### config.mk
export PLATFORM = sky130hd
export DESIGN_NAME = timer16_byte_access_counter
export DESIGN_NICKNAME = d
export VERILOG_FILES = /design/src/shared/timer16_pkg.sv /design/src/hdl/timer16_byte_access_counter.sv
export VERILOG_INCLUDE_DIRS = /design/src /design/src/shared
export SDC_FILE = /design/constraint.sdc
export NUM_CORES = 1
export LEC_CHECK = 0
export ABC_AREA = 1
export ABC_CLOCK_PERIOD_IN_PS = 5770
export BUFFER_PORTS_ARGS = -buffer_cell sky130_fd_sc_hd__buf_4
export CAP_MARGIN = 20
export CORE_MARGIN = 5
export CORE_UTILIZATION = 54
export DETAILED_ROUTE_END_ITERATION = 8
export PLACE_DENSITY_LB_ADDON = 0.05
export SLEW_MARGIN = 25
export SYNTH_ARGS = -nofsm -noshare
export SYNTH_HDL_FRONTEND = slang
export SYNTH_SLANG_ARGS = --single-unit
### constraint.sdc
create_clock -name clock -period 5.77 [get_ports clock]
set_input_delay 0.2885 -clock clock [delete_from_list [all_inputs] [get_ports clock]]
set_output_delay 0.2885 -clock clock [all_outputs]
set_load 0.005 [all_outputs]
### src/shared/timer16_params.svh
// Register indices, field positions, mode codes and fixed values of the 16-bit timer
`ifndef TIMER16_PARAMS_SVH
`define TIMER16_PARAMS_SVH
`define ADDR_CTRL_A 4'h0
`define ADDR_CTRL_B 4'h1
`define ADDR_CNT_LO 4'h2
`define ADDR_CNT_HI 4'h3
`define ADDR_CAP_LO 4'h4
`define ADDR_CAP_HI 4'h5
`define ADDR_CMPA_LO 4'h6
`define ADDR_CMPA_HI 4'h7
`define ADDR_CMPB_LO 4'h8
`define ADDR_CMPB_HI 4'h9
`define ADDR_FLAGS 4'ha
`define WGM_LO_MSB 1
`define WGM_LO_LSB 0
`define WGM_HI_MSB 4
`define WGM_HI_LSB 3
`define CS_MSB 2
`define CS_LSB 0
`define TOV_BIT 0
`define CS_STOP 3'h0
`define CS_DIV1 3'h1
`define CS_DIV8 3'h2
`define CS_DIV64 3'h3
`define CS_DIV256 3'h4
`define CS_DIV1024 3'h5
`define CS_EXT_FALL 3'h6
`define CS_EXT_RISE 3'h7
`define P8_MSB 2
`define P64_MSB 5
`define P256_MSB 7
`define P1024_MSB 9
`define WGM_NORMAL 4'h0
`define WGM_PC8 4'h1
`define WGM_PC9 4'h2
`define WGM_PC10 4'h3
`define WGM_CTC_CMP 4'h4
`define WGM_FAST8 4'h5
`define WGM_FAST9 4'h6
`define WGM_FAST10 4'h7
`define WGM_PFC_CAP 4'h8
`define WGM_PFC_CMP 4'h9
`define WGM_PC_CAP 4'ha
`define WGM_PC_CMP 4'hb
`define WGM_CTC_CAP 4'hc
`define WGM_FAST_CAP 4'he
`define WGM_FAST_CMP 4'hf
`define TOP_8BIT 16'h00ff
`define TOP_9BIT 16'h01ff
`define TOP_10BIT 16'h03ff
`define COUNT_MAX 16'hffff
`define COUNT_ZERO 16'h0000
`define ONE16 16'h0001
`define ONE10 10'h001
`define BYTE_ZERO 8'h00
`endif

### src/shared/timer16_pkg.sv
// Types shared by the 16-bit timer
package timer16_pkg;
  typedef enum logic {DIR_UP = 1'b0, DIR_DOWN = 1'b1} dir_e;
  typedef struct packed {
    logic [3:0] addr;
    logic wr;
    logic rd;
    logic [7:0] wdata;
  } io_req_s;
  typedef struct packed {
    logic [15:0] count;
    logic [7:0] temp;
    logic [7:0] ctrl_a;
    logic [7:0] ctrl_b;
    logic [15:0] cmp_a;
    logic [15:0] cmp_b;
    logic [15:0] cap;
    logic tov;
    dir_e dir;
    logic [9:0] presc;
    logic [7:0] rdata;
    logic cap_a_prev;
    logic cap_b_prev;
    logic ext_prev;
    logic rtg_pend;
  } timer_state_s;
endpackage

### src/hdl/timer16_byte_access_counter.sv
// Byte-wide access path and counter core of the 16-bit timer
`timescale 1ns/10ps
`include "timer16_params.svh"

module timer16_byte_access_counter
  import timer16_pkg::*;
(
  input wire logic clock,
  input wire logic reset_n,
  input wire io_req_s io_req,
  output logic [7:0] io_rdata,
  input wire logic capture_input_a,
  input wire logic capture_input_b,
  input wire logic ext_clock_pin,
  output logic timer_tick,
  output logic count_top,
  output logic count_bottom,
  output logic overflow_flag,
  output logic [15:0] count_value
);
  timer_state_s s_r;
  timer_state_s s_nxt;
  logic [3:0] waveform_mode_select;
  logic [2:0] clock_source_select;
  logic [15:0] top_value;
  logic dual_slope;
  logic cap_top;
  logic ovf_at_max;
  logic cap_edge;
  logic retrigger_request;
  logic at_top;
  logic tov_set;
  logic tov_clr;

  assign waveform_mode_select = {s_r.ctrl_b[`WGM_HI_MSB:`WGM_HI_LSB],
                                 s_r.ctrl_a[`WGM_LO_MSB:`WGM_LO_LSB]};
  assign clock_source_select = s_r.ctrl_b[`CS_MSB:`CS_LSB];
  assign cap_edge = (capture_input_a & ~s_r.cap_a_prev) |
                    (capture_input_b & ~s_r.cap_b_prev);
  assign retrigger_request = cap_edge | s_r.rtg_pend;

  // Timer tick from clock select
  always_comb begin
    case (clock_source_select)
      `CS_DIV1: timer_tick = 1'b1;
      `CS_DIV8: timer_tick = &s_r.presc[`P8_MSB:0];
      `CS_DIV64: timer_tick = &s_r.presc[`P64_MSB:0];
      `CS_DIV256: timer_tick = &s_r.presc[`P256_MSB:0];
      `CS_DIV1024: timer_tick = &s_r.presc[`P1024_MSB:0];
      `CS_EXT_FALL: timer_tick = s_r.ext_prev & ~ext_clock_pin;
      `CS_EXT_RISE: timer_tick = ~s_r.ext_prev & ext_clock_pin;
      default: timer_tick = 1'b0;
    endcase
  end

  // Top value and slope by mode
  always_comb begin
    dual_slope = 1'b0;
    cap_top = 1'b0;
    ovf_at_max = 1'b0;
    case (waveform_mode_select)
      `WGM_PC8: begin
        top_value = `TOP_8BIT;
        dual_slope = 1'b1;
      end
      `WGM_PC9: begin
        top_value = `TOP_9BIT;
        dual_slope = 1'b1;
      end
      `WGM_PC10: begin
        top_value = `TOP_10BIT;
        dual_slope = 1'b1;
      end
      `WGM_FAST8: top_value = `TOP_8BIT;
      `WGM_FAST9: top_value = `TOP_9BIT;
      `WGM_FAST10: top_value = `TOP_10BIT;
      `WGM_CTC_CMP: begin
        top_value = s_r.cmp_a;
        ovf_at_max = 1'b1;
      end
      `WGM_PFC_CMP, `WGM_PC_CMP: begin
        top_value = s_r.cmp_a;
        dual_slope = 1'b1;
      end
      `WGM_FAST_CMP: top_value = s_r.cmp_a;
      `WGM_PFC_CAP, `WGM_PC_CAP: begin
        top_value = s_r.cap;
        dual_slope = 1'b1;
        cap_top = 1'b1;
      end
      `WGM_CTC_CAP: begin
        top_value = s_r.cap;
        cap_top = 1'b1;
        ovf_at_max = 1'b1;
      end
      `WGM_FAST_CAP: begin
        top_value = s_r.cap;
        cap_top = 1'b1;
      end
      default: begin
        top_value = `COUNT_MAX;
        ovf_at_max = 1'b1;
      end
    endcase
  end

  assign at_top = (s_r.count == top_value) | retrigger_request;
  assign tov_clr = io_req.wr & (io_req.addr == `ADDR_FLAGS) & io_req.wdata[`TOV_BIT];

  // Next state
  always_comb begin
    s_nxt = s_r;
    tov_set = 1'b0;
    s_nxt.presc = s_r.presc + `ONE10;
    s_nxt.ext_prev = ext_clock_pin;
    s_nxt.cap_a_prev = capture_input_a;
    s_nxt.cap_b_prev = capture_input_b;
    if (cap_edge && !cap_top) begin
      s_nxt.cap = s_r.count;
    end
    if (timer_tick) begin
      s_nxt.rtg_pend = 1'b0;
    end else if (cap_edge) begin
      s_nxt.rtg_pend = 1'b1;
    end
    if (timer_tick) begin
      if (dual_slope) begin
        if (s_r.dir == DIR_UP) begin
          if (at_top) begin
            s_nxt.dir = DIR_DOWN;
            s_nxt.count = s_r.count - `ONE16;
          end else begin
            s_nxt.count = s_r.count + `ONE16;
          end
        end else if (s_r.count == `COUNT_ZERO) begin
          s_nxt.dir = DIR_UP;
          s_nxt.count = s_r.count + `ONE16;
          tov_set = 1'b1;
        end else begin
          s_nxt.count = s_r.count - `ONE16;
        end
      end else begin
        s_nxt.dir = DIR_UP;
        if (at_top) begin
          s_nxt.count = `COUNT_ZERO;
        end else begin
          s_nxt.count = s_r.count + `ONE16;
        end
        tov_set = ovf_at_max ? (s_r.count == `COUNT_MAX) : at_top;
      end
    end
    s_nxt.tov = (s_r.tov & ~tov_clr) | tov_set;
    // Reads
    if (io_req.rd) begin
      case (io_req.addr)
        `ADDR_CTRL_A: s_nxt.rdata = s_r.ctrl_a;
        `ADDR_CTRL_B: s_nxt.rdata = s_r.ctrl_b;
        `ADDR_CNT_LO: begin
          s_nxt.rdata = s_r.count[7:0];
          s_nxt.temp = s_r.count[15:8];
        end
        `ADDR_CAP_LO: begin
          s_nxt.rdata = s_r.cap[7:0];
          s_nxt.temp = s_r.cap[15:8];
        end
        `ADDR_CNT_HI, `ADDR_CAP_HI: s_nxt.rdata = s_r.temp;
        `ADDR_CMPA_LO: s_nxt.rdata = s_r.cmp_a[7:0];
        `ADDR_CMPA_HI: s_nxt.rdata = s_r.cmp_a[15:8];
        `ADDR_CMPB_LO: s_nxt.rdata = s_r.cmp_b[7:0];
        `ADDR_CMPB_HI: s_nxt.rdata = s_r.cmp_b[15:8];
        `ADDR_FLAGS: s_nxt.rdata = {7'h00, s_r.tov};
        default: s_nxt.rdata = `BYTE_ZERO;
      endcase
    end
    // Writes, after counting so they win
    if (io_req.wr) begin
      case (io_req.addr)
        `ADDR_CTRL_A: s_nxt.ctrl_a = io_req.wdata;
        `ADDR_CTRL_B: s_nxt.ctrl_b = io_req.wdata;
        `ADDR_CNT_LO: s_nxt.count = {s_r.temp, io_req.wdata};
        `ADDR_CAP_LO: begin
          if (cap_top) begin
            s_nxt.cap = {s_r.temp, io_req.wdata};
          end
        end
        `ADDR_CMPA_LO: s_nxt.cmp_a = {s_r.temp, io_req.wdata};
        `ADDR_CMPB_LO: s_nxt.cmp_b = {s_r.temp, io_req.wdata};
        `ADDR_CNT_HI, `ADDR_CAP_HI, `ADDR_CMPA_HI, `ADDR_CMPB_HI: begin
          s_nxt.temp = io_req.wdata;
        end
        default: s_nxt.tov = s_nxt.tov;
      endcase
    end
  end

  always_ff @(posedge clock or negedge reset_n) begin
    if (!reset_n) begin
      s_r <= '0;
    end else begin
      s_r <= s_nxt;
    end
  end

  assign io_rdata = s_r.rdata;
  assign count_value = s_r.count;
  assign count_top = (s_r.count == top_value);
  assign count_bottom = (s_r.count == `COUNT_ZERO);
  assign overflow_flag = s_r.tov;
endmodule

==> reports/summary.txt <==
status -> complete, but fails checks
failing checks -> hold timing
Setup TNS -> 0 ns
Reg clk slew, reported paths -> 0.07 ns
synthesized area -> 7140 um^2
worst-path fanout max -> 32
worst hold path class -> input port to asynchronous set/reset pin
Yosys Warn Count -> 0
Data required, critical path -> 5.48 ns
GRT Util Overall -> 0.299
# IOs -> 47
ANT nets after route -> 0
post-synthesis adder-cell area fraction -> 0.00876
Worst Reg2Reg Path Length in Cells -> 17
CTS max path bufs -> 2
Post-Syn Nets -> 1026
cell count after synthesis -> 1002
Final Skew -> 0.00767 ns
TritonCTS buffer count -> 9
RSZ-0062 raised after global routing -> false
DRC viols -> 0
Slew Viols, Final -> 0
diode count -> 0
endpoint class of the critical path -> primary output
post-CTS setup buffers -> 0
# port buffers -> 46
R2R Path Start -> s_r[81]$_DFFE_PN0P_
detailed-route via count -> 7011
FMAX -> 301 MHz
Synth Register Bits -> 112
MaxCap Viol Count -> 0
WL/cell -> 20.1 um
root buffer cell -> clkbuf_16
fill count -> 1258
total leakage power -> 0.00369 uW
Compound-Gate Fraction of Synth Area -> 0.179
Die H -> 125 um
worst slew pin tran -> 0.966 ns
Distinct cells, synth -> 35
PD cells -> 452 nW/um^2
DIE AREA -> 15600 um^2
vias per std cell -> 5.97
Setup crit start kind -> flip-flop
critical path type -> flip-flop to primary output
final core occ -> 0.584
Final nets -> 1017
Placement Rows -> 42
first-pass GRT wire length -> 36900 um
switching share of total power -> 0.466
antenna violations before repair -> 0
Tmin final -> 3.32 ns
reg-to-reg endpoint -> count_value[12]$_DFF_PN0_
flop-to-flop setup slack -> 2.51 ns
TritonCTS clock tree -> yes
total detailed-routing wirelength -> 23600 um
vias in the first global route -> 6486
sw power -> 1610 uW
simple-gate share of the synthesized area -> 0.269
Multi-input gate area -> 3520 um^2
GRT overflow -> 0
placer congestion estimate -> 0.989
placeable core area -> 13100 um^2
most frequent cells in the layout -> 244 x nand2_1, 112 x dfrtp_1, 111 x inv_1
clock power share -> 0.175
Synth Area in XOR/XNOR -> 0.0356
Int Pwr -> 1840 uW
relative max-transition margin -> 0.354
crit path DAT -> 3.03 ns
final hold slack -> -0.0108 ns
top-area cell type share of the netlist area -> 0.393
Synth area leader -> dfrtp_1
largest net degree at the start of global routing -> 58
Initial Util -> 0.546
first-iteration detailed-routing DRC count -> 710
DP Cell Count -> 1158
syn_area_per_cell -> 7.13 um^2
Final setup violation count -> 0
clock sinks -> 112
Reg power frac -> 0.384
largest family of logic cells by synthesized area -> simple AND/OR/NAND/NOR gates
final hold vios -> 5
Post-CTS Hold Buffers -> 0
detailed placement HPWL -> 17200 um
Final period util -> 0.575
Post-DP Area -> 7370 um^2
Post-Layout Cell Count -> 1174
htree depth -> 3
register area -> 2800 um^2
sequential element share of the synthesized area -> 0.393
worst-skew pair later-pin latency -> 0.36 ns
Layout area overhead -> 7.06%
1st-pass router iterations -> 5
Synth area leaders -> dfrtp_1 39%, nand2_1 13%, inv_1 5.8%
Comb pwr share -> 0.440
Die X -> 125 um
PostCTS Resize Cnt -> 0
share of cells above drive strength 1 -> 0.0872
Worst VDD drop -> 216 uV
most common cell after layout, fill and taps aside -> nand2_1
mux cell area share after synthesis -> 0
final instance area -> 7640 um^2
==> critical path: stages (launching register included) <==
cell     delay, ns
dfrtp_1       0.42
inv_1         0.11
nand3_1       0.48
nand3_1       0.29
nand2_2       0.35
nand4_1       0.18
nand2_1       0.09
nor4_1        0.36
nand2_1       0.10
nor2_1        0.15
buf_4         0.13
==> worst max path at each step <==
stage / from / end / slack [ns] / cells after the start
finish: s_r[81]$_DFFE_PN0P_ / count_top / 2.45 / 10
global route: s_r[81]$_DFFE_PN0P_ / count_value[12]$_DFF_PN0_ / 2.19 / 17
CTS: s_r[81]$_DFFE_PN0P_ / count_top / 2.51 / 10
detailed placement: s_r[81]$_DFFE_PN0P_ / count_value[14]$_DFF_PN0_ / 2.62 / 16
global placement: s_r[81]$_DFFE_PN0P_ / count_value[14]$_DFF_PN0_ / 2.67 / 16
floorplan: s_r[76]$_DFFE_PN0P_ / count_value[13]$_DFF_PN0_ / 3.59 / 19
==> power groups by stage <==
stage	Sequential [uW]	Clock, uW	Combinational [uW]
after floorplan	1150	0	1200
after global placement	1330	0	1480
after detailed placement	1320	0	1490
after CTS	1310	618	1500
after global routing	1340	653	1700
final	1330	606	1520
==> layout make-up <==
type,instances,area share
multi-input combinational,701,0.460
sequential,112,0.367
inverter,117,0.0574
timing repair buffer,52,0.0511
clock buffer,12,0.0309
tap,176,0.0288
clock inverter,4,0.00491
==> cells in the mapped netlist <==
master     count
or2_2          8
nor2_2         1
dfrtp_1      112
nand2_2        5
o21ai_0       79
o2111ai_1      1
buf_4         26
a311o_1        1
nand4_1       37
inv_1        111
inv_2          4
a22oi_1        3
buf_1          2
a31oi_1       27
clkbuf_1      35
nand3_1       61
buf_2          8
buf_6          1
o21ai_1        2
a221oi_1      14
xor2_1        26
a32o_1         4
nand2_4        2
xnor2_1        3
a21oi_1       52
nor3_1         6
o22ai_1       33
o211ai_1       3
clkinv_1       2
ha_1           5
nand2_1      246
nand3b_1       1
o32ai_1        1
nor4_1         5
nor2_1        75
==> flip-flops by register name, summed over array words and instances (netlist names) <==
| signal | cells |
|---|---|
| count_value | 16 |
| s_r | 84 |
| clock_source_select | 3 |
| overflow_flag | 1 |
| io_rdata | 8 |
==> stage by stage <==
stage | power [uW] | setup slack, ns
2_1_floorplan | 2350 | 3.59
3_3_place_gp | 2810 | 2.67
3_5_place_dp | 2810 | 2.62
4_1_cts | 3420 | 2.51
5_1_grt | 3700 | 2.19
6_report | 3460 | 2.45
==> logic make-up (layout without fill, tap and decap cells) <==
kind of cell               Yosys count  after routing
and+or+nand+nor                    447            447
AOI/OAI and AO/OA                  220            220
buffers and inverters              189            185
DFF                                112            112
xor gates and xnor gates            29             29
adders and majority gates            5              5
==> routing by layer <==
| layer | track usage | up-vias | wire [um] |
|---|---|---|---|
| li1 | - | 3325 | - |
| met1 | 0.423 | 3292 | 10300 |
| met2 | 0.450 | 330 | 10200 |
| met3 | 0.0768 | 64 | 2180 |
| met4 | 0.100 | 0 | 864 |
| met5 | 0 | - | 0 |
No activity file was read; power rests on OpenSTA's default activity.
